**config.mk**
```make
export PLATFORM = sky130hd
export DESIGN_NAME = camera_trigger_and_flash_control
export DESIGN_NICKNAME = d
export VERILOG_FILES = /design/src/hw/cam_trig_pkg.sv /design/src/hw/camera_trigger_and_flash_control.sv /design/src/hw/flash_driver.sv
export SDC_FILE = /design/constraint.sdc
export NUM_CORES = 1
export LEC_CHECK = 0
export BUFFER_PORTS_ARGS = -buffer_cell sky130_fd_sc_hd__buf_2
export CAP_MARGIN = 20
export CORE_MARGIN = 1
export CORE_UTILIZATION = 61
export CTS_BUF_LIST = sky130_fd_sc_hd__clkbuf_16
export DETAILED_ROUTE_END_ITERATION = 8
export GPL_TIMING_DRIVEN = 0
export HOLD_SLACK_MARGIN = 0.15
export PLACE_DENSITY_LB_ADDON = 0.2
export SLEW_MARGIN = 20
export SYNTH_ARGS = -nofsm -noshare
export SYNTH_HDL_FRONTEND = slang
export SYNTH_SLANG_ARGS = --single-unit
```
**constraint.sdc**
```tcl
create_clock -name clk -period 4.5 [get_ports clk]
set_clock_uncertainty 0.15 [all_clocks]
set_input_delay 0.675 -clock clk [delete_from_list [all_inputs] [get_ports clk]]
set_output_delay 0.675 -clock clk [all_outputs]
set_load 0.005 [all_outputs]
```
**src/hw/cam_trig_pkg.sv**
```systemverilog
// Functional notes
// - Flash source: off, window, request, on.
// - Driver resets to high impedance; three drive styles.
// - Low-side mode never turns upper driver on.
// - High-side mode never turns lower driver on.
// - Level and programmable triggered exposure modes.
// - One frame started per trigger period.
// - Trigger acts on transitions, not static level.
// - Flash request never affects exposure or readout.
// - Flash request routed to output when selected.
// - Frame trigger comes from control line one.
// - Flash request comes from control line three.
// - Control lines two and four are ignored.
// - Two, four, eight taps use one, two, three transmitters.
// - Pixel clock 50 MHz, data launched rising edge.
// - Pixel word valid only with frame and line valid.
package cam_trig_pkg;

  // Clock period in picoseconds (40 MHz).
  localparam int CLK_PS = 25000;
  // Video pixel clock rate of the transmitter side.
  localparam int PIX_CLK_MHZ = 50;

  // Least trigger and request phase times in picoseconds.
  localparam int TRIG_EDGE_MIN_PS = 250000;
  localparam int TRIG_LVL_HI_PS   = 9120000;
  localparam int TRIG_LVL_LO_PS   = 4560000;
  localparam int FLASH_MIN_PS     = 1000000;

  // Least times rounded up to whole clock cycles.
  localparam int TRIG_EDGE_MIN_CYC = (TRIG_EDGE_MIN_PS + CLK_PS - 1) / CLK_PS;
  localparam int TRIG_LVL_HI_CYC   = (TRIG_LVL_HI_PS + CLK_PS - 1) / CLK_PS;
  localparam int TRIG_LVL_LO_CYC   = (TRIG_LVL_LO_PS + CLK_PS - 1) / CLK_PS;
  localparam int FLASH_MIN_CYC     = (FLASH_MIN_PS + CLK_PS - 1) / CLK_PS;

  // Width of the pulse-width measuring counters.
  localparam int WIDTH_CNT_W = 10;

  // Register byte addresses.
  localparam logic [7:0] REG_CTRL   = 8'h00;
  localparam logic [7:0] REG_EXPO   = 8'h04;
  localparam logic [7:0] REG_STATUS = 8'h08;
  localparam logic [7:0] REG_FRAMES = 8'h0c;

  // Control register field positions.
  localparam int CTRL_MODE_LSB = 0;
  localparam int CTRL_SRC_LSB  = 2;
  localparam int CTRL_DRV_LSB  = 4;
  localparam int CTRL_TAP_LSB  = 6;

  // Status register bit positions.
  localparam int ST_EXPOSING = 0;
  localparam int ST_READOUT  = 1;
  localparam int ST_OVERRUN  = 2;
  localparam int ST_TRIG_SHORT  = 3;
  localparam int ST_FLASH_SHORT = 4;

  // Reset value of the programmable exposure time in cycles.
  localparam logic [15:0] EXPO_RESET = 16'h0100;

  // Transmitter enables per tap configuration.
  localparam logic [2:0] TXEN_BASE   = 3'h1;
  localparam logic [2:0] TXEN_MEDIUM = 3'h3;
  localparam logic [2:0] TXEN_FULL   = 3'h7;

  // Exposure control modes.
  typedef enum logic [1:0] {EXP_OFF, EXP_LEVEL, EXP_PROG, EXP_RSVD} exp_mode_t;
  // Flash output sources.
  typedef enum logic [1:0] {SRC_OFF, SRC_WINDOW, SRC_REQUEST, SRC_ON} flash_src_t;
  // Flash output drive styles.
  typedef enum logic [1:0] {DRV_HIZ, DRV_PUSHPULL, DRV_LOWSIDE, DRV_HIGHSIDE} drive_t;
  // Tap configurations.
  typedef enum logic [1:0] {TAP_TWO, TAP_FOUR, TAP_EIGHT, TAP_RSVD} tap_t;
  // Exposure sequencer states.
  typedef enum logic [1:0] {S_IDLE, S_EXPOSE, S_READOUT} seq_state_t;

endpackage

```
**src/hw/camera_trigger_and_flash_control.sv**
```systemverilog
// The implementer's own choices: strobed register access and the register addresses.
`timescale 1ns/1ps
`default_nettype none
// Exposure sequencer, flash output control and link configuration.
module camera_trigger_and_flash_control
  import cam_trig_pkg::*;
#(
  parameter int READOUT_CYCLES = 64  // Readout length in clock cycles.
) (
  input  wire logic        clk,
  input  wire logic        rst_n,
  input  wire logic [7:0]  regAddr,
  input  wire logic [31:0] regWdata,
  input  wire logic        regWr,
  input  wire logic        regRd,
  output logic      [31:0] regRdata,
  input  wire logic        externalFrameTrigger,
  input  wire logic        externalFlashRequest,
  input  wire logic        frameValid,
  input  wire logic        lineValid,
  output logic             flashUpperOn,
  output logic             flashLowerOn,
  output logic             exposing,
  output logic             readoutActive,
  output logic             frameStart,
  output logic      [2:0]  txEnable,
  output logic             pixelValid
);

  localparam int RD_W = $clog2(READOUT_CYCLES + 1);
  localparam logic [RD_W-1:0] RD_LAST = RD_W'(READOUT_CYCLES - 1);

  // Saturating increment for the width counters.
  function automatic logic [WIDTH_CNT_W-1:0] sat_inc(input logic [WIDTH_CNT_W-1:0] v);
    sat_inc = (&v) ? v : v + 1'b1;
  endfunction

  // ---- Synchronisers and edge detection ----
  logic [1:0] syncA_ff;   // First stage: trigger, request.
  logic [1:0] syncB_ff;   // Second stage.
  logic [1:0] syncC_ff;   // Previous value for edge detection.
  logic       trig;       // Synchronised trigger level.
  logic       req;        // Synchronised flash request level.
  logic       trigRise;   // Trigger rising edge.
  logic       trigFall;   // Trigger falling edge.
  logic       reqFall;    // Request falling edge.

  always_ff @(posedge clk) begin
    if (!rst_n) begin
      syncA_ff <= 2'h0;
      syncB_ff <= 2'h0;
      syncC_ff <= 2'h0;
    end else begin
      syncA_ff <= {externalFlashRequest, externalFrameTrigger};
      syncB_ff <= syncA_ff;
      syncC_ff <= syncB_ff;
    end
  end

  // Edges come from the second and third stages only.
  always_comb begin
    trig     = syncB_ff[0];
    req      = syncB_ff[1];
    trigRise = syncB_ff[0] && !syncC_ff[0];
    trigFall = !syncB_ff[0] && syncC_ff[0];
    reqFall  = !syncB_ff[1] && syncC_ff[1];
  end

  // ---- Control registers ----
  exp_mode_t   ctrlMode_ff, nxt_ctrlMode;  // Exposure mode.
  flash_src_t  ctrlSrc_ff, nxt_ctrlSrc;    // Flash source.
  drive_t      ctrlDrv_ff, nxt_ctrlDrv;    // Flash drive style.
  tap_t        ctrlTap_ff, nxt_ctrlTap;    // Tap configuration.
  logic [15:0] expo_ff, nxt_expo;          // Programmable exposure cycles.
  logic [2:0]  flags_ff, nxt_flags;        // Sticky error flags.
  logic [31:0] nxt_regRdata;               // Read data for next cycle.
  logic [2:0]  txEnable_ff, nxt_txEnable;  // Transmitter enables.
  logic [31:0] frameCnt_ff, nxt_frameCnt;  // Frames started.
  logic [2:0]  flagSet;                    // Flag set events this cycle.
  logic [2:0]  flagClr;                    // Flag clear requests this cycle.

  // Decodes writes, builds read data and keeps the sticky flags.
  always_comb begin
    nxt_ctrlMode = ctrlMode_ff;
    nxt_ctrlSrc  = ctrlSrc_ff;
    nxt_ctrlDrv  = ctrlDrv_ff;
    nxt_ctrlTap  = ctrlTap_ff;
    nxt_expo     = expo_ff;
    flagClr      = 3'h0;
    nxt_regRdata = 32'h0;
    if (regWr) begin
      case (regAddr)
        REG_CTRL: begin
          nxt_ctrlMode = exp_mode_t'(regWdata[CTRL_MODE_LSB +: 2]);
          nxt_ctrlSrc  = flash_src_t'(regWdata[CTRL_SRC_LSB +: 2]);
          nxt_ctrlDrv  = drive_t'(regWdata[CTRL_DRV_LSB +: 2]);
          nxt_ctrlTap  = tap_t'(regWdata[CTRL_TAP_LSB +: 2]);
        end
        REG_EXPO: begin
          nxt_expo = regWdata[15:0];
        end
        REG_STATUS: begin
          flagClr = regWdata[ST_FLASH_SHORT:ST_OVERRUN];
        end
        default: begin
          nxt_expo = expo_ff;
        end
      endcase
    end
    // Set wins over a clear in the same cycle.
    nxt_flags = (flags_ff & ~flagClr) | flagSet;
    if (regRd) begin
      case (regAddr)
        REG_CTRL: begin
          nxt_regRdata[CTRL_MODE_LSB +: 2] = ctrlMode_ff;
          nxt_regRdata[CTRL_SRC_LSB +: 2]  = ctrlSrc_ff;
          nxt_regRdata[CTRL_DRV_LSB +: 2]  = ctrlDrv_ff;
          nxt_regRdata[CTRL_TAP_LSB +: 2]  = ctrlTap_ff;
        end
        REG_EXPO: nxt_regRdata[15:0] = expo_ff;
        REG_STATUS: begin
          nxt_regRdata[ST_EXPOSING] = exposing;
          nxt_regRdata[ST_READOUT]  = readoutActive;
          nxt_regRdata[ST_FLASH_SHORT:ST_OVERRUN] = flags_ff;
        end
        REG_FRAMES: nxt_regRdata = frameCnt_ff;
        default: nxt_regRdata = 32'h0;
      endcase
    end
    case (ctrlTap_ff)
      TAP_FOUR:  nxt_txEnable = TXEN_MEDIUM;
      TAP_EIGHT: nxt_txEnable = TXEN_FULL;
      default:   nxt_txEnable = TXEN_BASE;
    endcase
  end

  // Registers the control state; driver starts in high impedance.
  always_ff @(posedge clk) begin
    if (!rst_n) begin
      ctrlMode_ff <= EXP_OFF;
      ctrlSrc_ff  <= SRC_OFF;
      ctrlDrv_ff  <= DRV_HIZ;
      ctrlTap_ff  <= TAP_TWO;
      expo_ff     <= EXPO_RESET;
      flags_ff    <= 3'h0;
      regRdata    <= 32'h0;
      txEnable_ff <= TXEN_BASE;
    end else begin
      ctrlMode_ff <= nxt_ctrlMode;
      ctrlSrc_ff  <= nxt_ctrlSrc;
      ctrlDrv_ff  <= nxt_ctrlDrv;
      ctrlTap_ff  <= nxt_ctrlTap;
      expo_ff     <= nxt_expo;
      flags_ff    <= nxt_flags;
      regRdata    <= nxt_regRdata;
      txEnable_ff <= nxt_txEnable;
    end
  end

  assign txEnable = txEnable_ff;

  // ---- Exposure sequencer ----
  seq_state_t      state_ff, nxt_state;      // Sequencer state.
  logic [15:0]     expCnt_ff, nxt_expCnt;    // Exposure cycles left.
  logic [RD_W-1:0] rdCnt_ff, nxt_rdCnt;      // Readout cycles left.
  logic            nxt_frameStart;           // Frame start pulse.
  logic            pixValid_ff, nxt_pixValid;  // Pixel word qualifier.

  // Starts one frame per rising trigger edge seen while idle in level or programmable mode; the flash request never enters here.
  always_comb begin
    nxt_state      = state_ff;
    nxt_expCnt     = expCnt_ff;
    nxt_rdCnt      = rdCnt_ff;
    nxt_frameStart = 1'b0;
    nxt_frameCnt   = frameCnt_ff;
    case (state_ff)
      S_IDLE: begin
        if (trigRise && (ctrlMode_ff == EXP_LEVEL || ctrlMode_ff == EXP_PROG)) begin
          nxt_state      = S_EXPOSE;
          nxt_expCnt     = expo_ff;
          nxt_frameStart = 1'b1;
          nxt_frameCnt   = frameCnt_ff + 32'h1;
        end
      end
      S_EXPOSE: begin
        if (ctrlMode_ff == EXP_LEVEL) begin
          if (trigFall) begin
            nxt_state = S_READOUT;
            nxt_rdCnt = RD_LAST;
          end
        end else if (ctrlMode_ff == EXP_PROG) begin
          if (expCnt_ff == 16'h0) begin
            nxt_state = S_READOUT;
            nxt_rdCnt = RD_LAST;
          end else begin
            nxt_expCnt = expCnt_ff - 16'h1;
          end
        end else begin
          nxt_state = S_IDLE;
        end
      end
      S_READOUT: begin
        if (rdCnt_ff == '0) begin
          nxt_state = S_IDLE;
        end else begin
          nxt_rdCnt = rdCnt_ff - 1'b1;
        end
      end
      default: nxt_state = S_IDLE;
    endcase
    nxt_pixValid = frameValid && lineValid;
  end

  // Registers the sequencer and its status outputs.
  always_ff @(posedge clk) begin
    if (!rst_n) begin
      state_ff    <= S_IDLE;
      expCnt_ff   <= 16'h0;
      rdCnt_ff    <= '0;
      frameStart  <= 1'b0;
      frameCnt_ff <= 32'h0;
      exposing    <= 1'b0;
      readoutActive <= 1'b0;
      pixValid_ff <= 1'b0;
    end else begin
      state_ff    <= nxt_state;
      expCnt_ff   <= nxt_expCnt;
      rdCnt_ff    <= nxt_rdCnt;
      frameStart  <= nxt_frameStart;
      frameCnt_ff <= nxt_frameCnt;
      exposing    <= (nxt_state == S_EXPOSE);
      readoutActive <= (nxt_state == S_READOUT);
      pixValid_ff <= nxt_pixValid;
    end
  end

  assign pixelValid = pixValid_ff;

  // ---- Timing checks on the grabber's signals ----
  logic [WIDTH_CNT_W-1:0] trigWid_ff, nxt_trigWid;  // Current trigger phase length.
  logic [WIDTH_CNT_W-1:0] reqWid_ff, nxt_reqWid;    // Current request high length.
  logic [WIDTH_CNT_W-1:0] hiMin;                    // Least high time for the mode.
  logic [WIDTH_CNT_W-1:0] loMin;                    // Least low time for the mode.

  // Measures trigger phases and request pulses and flags short ones.
  always_comb begin
    if (ctrlMode_ff == EXP_LEVEL) begin
      hiMin = WIDTH_CNT_W'(TRIG_LVL_HI_CYC);
      loMin = WIDTH_CNT_W'(TRIG_LVL_LO_CYC);
    end else begin
      hiMin = WIDTH_CNT_W'(TRIG_EDGE_MIN_CYC);
      loMin = WIDTH_CNT_W'(TRIG_EDGE_MIN_CYC);
    end
    nxt_trigWid = (trigRise || trigFall) ? '0 : sat_inc(trigWid_ff);
    nxt_reqWid  = req ? sat_inc(reqWid_ff) : '0;
    flagSet = 3'h0;
    flagSet[0] = trigRise && (state_ff != S_IDLE);
    flagSet[1] = (trigFall && (trigWid_ff < hiMin - 1'b1)) ||
                 (trigRise && (trigWid_ff < loMin - 1'b1));
    flagSet[2] = reqFall && (reqWid_ff < WIDTH_CNT_W'(FLASH_MIN_CYC));
  end

  // Registers the width counters.
  always_ff @(posedge clk) begin
    if (!rst_n) begin
      trigWid_ff <= '0;
      reqWid_ff  <= '0;
    end else begin
      trigWid_ff <= nxt_trigWid;
      reqWid_ff  <= nxt_reqWid;
    end
  end

  flash_driver u_flash (
    .clk     (clk),
    .rst_n   (rst_n),
    .src     (ctrlSrc_ff),
    .drv     (ctrlDrv_ff),
    .window  (exposing),
    .request (req),
    .upperOn (flashUpperOn),
    .lowerOn (flashLowerOn)
  );
endmodule
`default_nettype wire

```
**src/hw/flash_driver.sv**
```systemverilog
`timescale 1ns/1ps
`default_nettype none
// Selects the flash source and turns the two output transistors on or off.
module flash_driver
  import cam_trig_pkg::*;
(
  input  wire logic       clk,
  input  wire logic       rst_n,
  input  wire flash_src_t src,
  input  wire drive_t     drv,
  input  wire logic       window,
  input  wire logic       request,
  output var  logic       upperOn,
  output var  logic       lowerOn
);

  logic active;       // Selected flash level.
  logic nxt_upperOn;  // Next upper transistor state.
  logic nxt_lowerOn;  // Next lower transistor state.

  // Picks the active level and maps it onto the transistor pair.
  always_comb begin
    case (src)
      SRC_WINDOW:  active = window;
      SRC_REQUEST: active = request;
      SRC_ON:      active = 1'b1;
      default:     active = 1'b0;
    endcase
    nxt_upperOn = 1'b0;
    nxt_lowerOn = 1'b0;
    case (drv)
      DRV_PUSHPULL: begin
        nxt_upperOn = active;
        nxt_lowerOn = !active;
      end
      DRV_LOWSIDE: begin
        nxt_lowerOn = active;
      end
      DRV_HIGHSIDE: begin
        nxt_upperOn = active;
      end
      default: begin
        nxt_upperOn = 1'b0;
      end
    endcase
    if (src == SRC_OFF) begin
      nxt_upperOn = 1'b0;
      nxt_lowerOn = 1'b0;
    end
  end

  // Registers the transistor controls; both off in reset.
  always_ff @(posedge clk) begin
    if (!rst_n) begin
      upperOn <= 1'b0;
      lowerOn <= 1'b0;
    end else begin
      upperOn <= nxt_upperOn;
      lowerOn <= nxt_lowerOn;
    end
  end

endmodule
`default_nettype wire

```
* Yosys cells after proc, flatten, opt, wreduce, memory -nomap -nowiden
Cells that the tools add are included.
Word-level totals: bits in registers 151, input port bits 48
Operators by class: $add $sub $neg 7, $lt $le $gt $ge 3, equality and inequality tests 25, multiplexer cells 29, bitwise gates (word level) 5, reduce and logical (&&, ||, !) cells 39
Operators by type and width (number):
- two-way mux 16 bit | 4
- two-way mux 7 bit | 5
- adder 32 x 1 -> 32 bit, second input constant | 1
- case mux 16 bit (2 select lines) | 1
- adder 10 x 1 -> 10 bit, second input constant | 2
- < comparator 10 bit | 2
- case mux 5 bit (4 select lines) | 1
- AND reduction 10 bit | 2
- subtractor 10 x 1 -> 10 bit, second input constant | 2
- == test 2 bit, second input constant | 8
- == test 8 x 4 -> 1 bit, second input constant | 2
- zero test 16 bit | 1
- case mux 8 bit (2 select lines) | 1
- subtractor 16 x 1 -> 16 bit, second input constant | 1
- case mux 7 bit (2 select lines) | 1
- == test 2 x 1 -> 1 bit, second input constant | 6
- two-way mux 2 bit | 6
- AND reduction 2 bit | 6
- < comparator 10 x 6 -> 1 bit, second input constant | 1
- inequality test 2 bit, second input constant | 5
- AND reduction 5 bit | 2
- logical AND 1 bit | 9
- two-way mux 9 bit | 1
- inequality test 3 bit, second input constant | 3
- 23 further kinds | 35

* Longest topological paths before layout
depth in word-level cells 7, mapped depth 10, gate-level depth less buffers 9

* Hierarchy
From an unflattened synthesis, not the netlist that was laid out.
Unflattened totals: cell total of the unflattened synthesis 746, area total of the unflattened synthesis 6668.9 um2
By module, submodules not included:
- camera_trigger_and_flash_control | times used 1, cells an instance 736, area an instance 6573.8 um2, seq. area each 2962.8 um2
- flash_driver | times used 1, cells an instance 10, area an instance 95.1 um2, seq. area each 40.0 um2

* Least setup slack after synthesis
Ideal clock, no wire load.
path kind in2reg, from input port regAddr[5], to register expo_ff[8], data arrival time 2.546 ns, data required time 4.224 ns, slack 1.678 ns, stages 7, cells stage by stage or4_1 > or4b_1 > or3_1 > buf_4 > buf_6 > mux2i_1 > nand2_1
On the way: word-level cells in the longest chain between the ends 2
Ends and longest elaborated chain:
- start: declaration | RTL line camera_trigger_and_flash_control.sv:12 | input wire logic [7:0] regAddr,
- == test 8 x 3 -> 1 bit | RTL line camera_trigger_and_flash_control.sv:92 | case (regAddr)
- AND reduction 2 bit (no line)
- end signal: assignment | RTL line camera_trigger_and_flash_control.sv:153 | expo_ff <= nxt_expo;
- end: declaration | RTL line camera_trigger_and_flash_control.sv:74 | logic [15:0] expo_ff, nxt_expo;
Every way passes these cells. A chain may end at the register's enable or synchronous reset.

* Final worst setup path
from register ctrlMode_ff[0], to register frameCnt_ff[25]
On the way: word-level cells in the longest chain between the ends 4
Ends and longest elaborated chain:
- start: declaration | RTL line camera_trigger_and_flash_control.sv:70 | exp_mode_t ctrlMode_ff, nxt_ctrlMode;
- start signal: assignment | RTL line camera_trigger_and_flash_control.sv:149 | ctrlMode_ff <= nxt_ctrlMode;
- == test 2 x 1 -> 1 bit / == test 2 bit (equally long branches) | RTL line camera_trigger_and_flash_control.sv:178 | if (trigRise && (ctrlMode_ff == EXP_LEVEL || ctrlMode_ff == EXP_PROG)) begin
- logical OR 1 bit * | RTL line camera_trigger_and_flash_control.sv:178
- logical AND 1 bit * | RTL line camera_trigger_and_flash_control.sv:178
- AND reduction 2 bit (no line) *
- end signal: assignment | RTL line camera_trigger_and_flash_control.sv:230 | frameCnt_ff <= nxt_frameCnt;
- end: declaration | RTL line camera_trigger_and_flash_control.sv:78 | logic [31:0] frameCnt_ff, nxt_frameCnt;
Every way passes the cells marked *; elsewhere a longest branch is shown, timed or not.

==> results by group <==
Timing
  – Setup TNS: 0 ps
  – Fin. Hold Viols: 0
  – Worst-margin pin slew: 1010 ps
  – Min cycle time layout: 3240 ps
  – Final Max Slew Viols: 0
  – Final setup fails: 0
  – Worst rel slew slack: 32.5%
  – Unrepaired setup endpoints after global routing: false
  – Final worst-path cycle share: 72.1%
  – Max Clk Rate: 0.308 GHz

Worst setup path
  – Critical-path maximum fanout: 10
  – Critical path endpoint category: register
  – Worst setup path class: reg2reg
  – Buf/Inv on CP: 2
  – R2R Setup Slk: 1260 ps
  – CP Launch Type: register
  – CP Data Required Time: 4700 ps
  – CP top delay family: simple AND/OR/NAND/NOR gates
  – Reg2Reg Depth: 8
  – Instance count on the critical path: 8
  – Critical path's slowest cell: nor4b_4
  – Critical Path AT: 3440 ps
  – Critical path's largest stage delay: 550 ps
  – Cells along the critical path: inv_1, ha_1, nor4b_4, and3_1, clkbuf_1, nand4_1, or3_1, a21oi_1

Finish
  – Synth-to-layout area growth: 16.2%
  – Share of layout cells above drive strength 1: 13.0%
  – Commonest non-fill, non-tap cells in the layout: dfxtp_1 (150), nor2_1 (97), buf_2 (70)
  – Fill cells: 788
  – ANT cells: 0
  – Design Area, Final: 7820 µm²
  – Commonest non-fill, non-tap cell in the layout: dfxtp_1
  – Nets: 923
  – Post-Route Utilization: 74.4%
  – Layout Cells excl Fill: 1006

Drt
  – Detail-routed net length per standard cell: 17.2 µm
  – Routed Antenna Nets: 0
  – 1st-iter DRT viols: 571
  – DR vias/cell: 6.00
  – # DRC: 0
  – Detailed Route WL: 17300 µm
  – Total number of vias: 6032
  – Drt first pass iters: 7

GRT
  – Largest net degree at the start of global routing: 17
  – First-pass GRT wire length: 28100 µm
  – GRT Util Overall: 31.8%
  – Initial antenna violation count: 0
  – Vias in the first global route: 5701
  – GR Overflow Total: 0

CTS
  – Sink Count: 150
  – TritonCTS buffer count: 17
  – Cts repair resizes: 0
  – H-tree Lvls: 4
  – Clock Tree Buf Depth: 2
  – Worst skew pair latency: 430 ps
  – Clock root cell: clkbuf_16
  – Clock transition at path regs: 60 ps
  – Setup Buffers After CTS: 0
  – Cts hold-fix bufs: 0
  – TritonCTS clock tree: done

Placement
  – Inst Count DP: 974
  – RePlAce Congestion: 0.983
  – Dpl cell area: 7250 µm²
  – Detailed placement HPWL: 12100 µm
  – Port Buffers: 69

Yosys
  – Post-synth ARST share: 0%
  – Top cells by area, synth: dfxtp_1 (45%), nor2_1 (5.4%), mux2i_1 (4.5%)
  – Unique masters post-synth: 59
  – Mean Syn Cell Area: 8.75 µm²
  – Yosys top cell by area: dfxtp_1
  – Syn nets: 835
  – Syn Inst Count: 769
  – Warnings from Yosys: 0
  – Cell Area, Synth: 6730 µm²
  – EDFF count, synth: 0
  – Yosys reg bits: 150
  – Post-synth top flop: dfxtp_1
  – Area share of the largest cell type after synthesis: 44.6%
  – Register area share after synthesis: 44.6%

Floorplan
  – Initial Utilization: 64.0%
  – I/O pins: 89
  – Die ar.: 11500 µm²
  – # rows: 37
  – Core Footprint: 10500 µm²
  – Die height: 107 µm
  – Die Wd: 107 µm

Power and ir drop
  – Comb pwr share: 2.8%
  – Clock power share: 49.4%
  – P_sw: 0.587 mW
  – Seq pwr share: 47.8%
  – Peak supply drop: 0.000336 V
  – Sw Ratio: 20.9%
  – Int Pwr: 2.22 mW
  – Static leakage: 3.11 nW
  – Pwr Density: 359 nW/µm²

Hold path
  – Hold Path Class: reg2reg
  – Worst hold path cell count: 1

Run status
  – Status: finished clean

Run
  – MaxCap Viol Count: 0
-- area by class of cell --
| cell class | count | area (µm²) | share of cell area (%) |
|---|---|---|---|
| Tap cell | 136 | 170 | 2.18 |
| Multi-Input combinational cell | 561 | 3490 | 44.6 |
| Inverter | 21 | 78.8 | 1.01 |
| Timing Repair Buffer | 69 | 345 | 4.42 |
| Buffer | 37 | 163 | 2.08 |
| Clock inverter | 15 | 149 | 1.90 |
| Clock buffer | 17 | 425 | 5.44 |
| Sequential cell | 150 | 3000 | 38.4 |
-- worst paths after layout --
check,startpoint,endpoint
worst max register to register,ctrlMode_ff[0],frameCnt_ff[25]
worst max-delay path,ctrlMode_ff[0],frameCnt_ff[25]
worst min-delay path,syncA_ff[1],syncB_ff[1]
worst min register to register,syncA_ff[1],syncB_ff[1]
-- synth_stat cells, types with 13 or more instances --
cell type	number
a21oi_1	56
a31oi_1	13
and2_1	22
clkbuf_1	29
dfxtp_1	150
ha_1	18
inv_1	21
mux2i_1	30
nand2_1	66
nand3_1	25
nand4_1	19
nor2_1	97
nor3_1	14
o21ai_0	35
or3_1	16
xor2_1	22
-- logic make-up after synthesis --
family                   Yosys count  synth area share [%]
AO/OA/AOI/OAI                    142                  12.3
multiplexers                      36                  6.30
buffers and inverters             58                  3.59
flip-flops                       150                  44.6
AND/OR/NAND/NOR                  333                  25.7
XOR/XNOR                          31                  4.03
adder cells (fa/ha/maj)           18                  3.35
other                              1                0.0557
-- layer usage --
layer / wire length, µm / vias to the layer above / GRT usage (%)
met5: 0 / - / 0
met4: 384 / 0 / 11.3
met3: 1320 / 37 / 8.45
met2: 8350 / 248 / 53.7
met1: 7200 / 2859 / 39.1
li1: - / 2888 / -
-- stage by stage --
| stage | hold WS (ps) | setup WS (ps) | total power [mW] |
|---|---|---|---|
| 2_1_floorplan | 262 | 1680 | 1.41 |
| 3_3_place_gp | 266 | 1380 | 1.44 |
| 3_5_place_dp | 274 | 1290 | 1.45 |
| 4_1_cts | 288 | 1300 | 2.82 |
| 5_1_grt | 312 | 1090 | 2.89 |
| 6_report | 297 | 1260 | 2.80 |
-- registers in the layout, summed over array words and instances (netlist names), 2 cells and up --
register and cells:
syncA_ff 2, expCnt_ff 16, ctrlSrc_ff 2, expo_ff 16
rdCnt_ff 7, trigWid_ff 10, ctrlMode_ff 2, reqWid_ff 10
txEnable 2, ctrlTap_ff 2, state_ff 2, regRdata 32
syncB_ff 2, ctrlDrv_ff 2, flags_ff 3, syncC_ff 2
frameCnt_ff 32
-- worst reg2reg max path: cells and delay by family, from the launching register on --
family / cells / cell delay (ps)
AOI/OAI and AO/OA: 1 / 140
adders and majority gates: 1 / 370
buffers and inverters: 2 / 390
DFF: 1 / 410
and+or+nand+nor: 4 / 1720
-- power groups by stage --
| stage | Combinational (mW) | Clock [mW] | Sequential (mW) |
|---|---|---|---|
| after floorplan | 0.0443 | 0 | 1.37 |
| after global placement | 0.0754 | 0 | 1.37 |
| after detailed placement | 0.0778 | 0 | 1.37 |
| after CTS | 0.0786 | 1.40 | 1.34 |
| after global routing | 0.0864 | 1.46 | 1.34 |
| final | 0.0797 | 1.38 | 1.34 |
(Power assumes the default switching activity.)
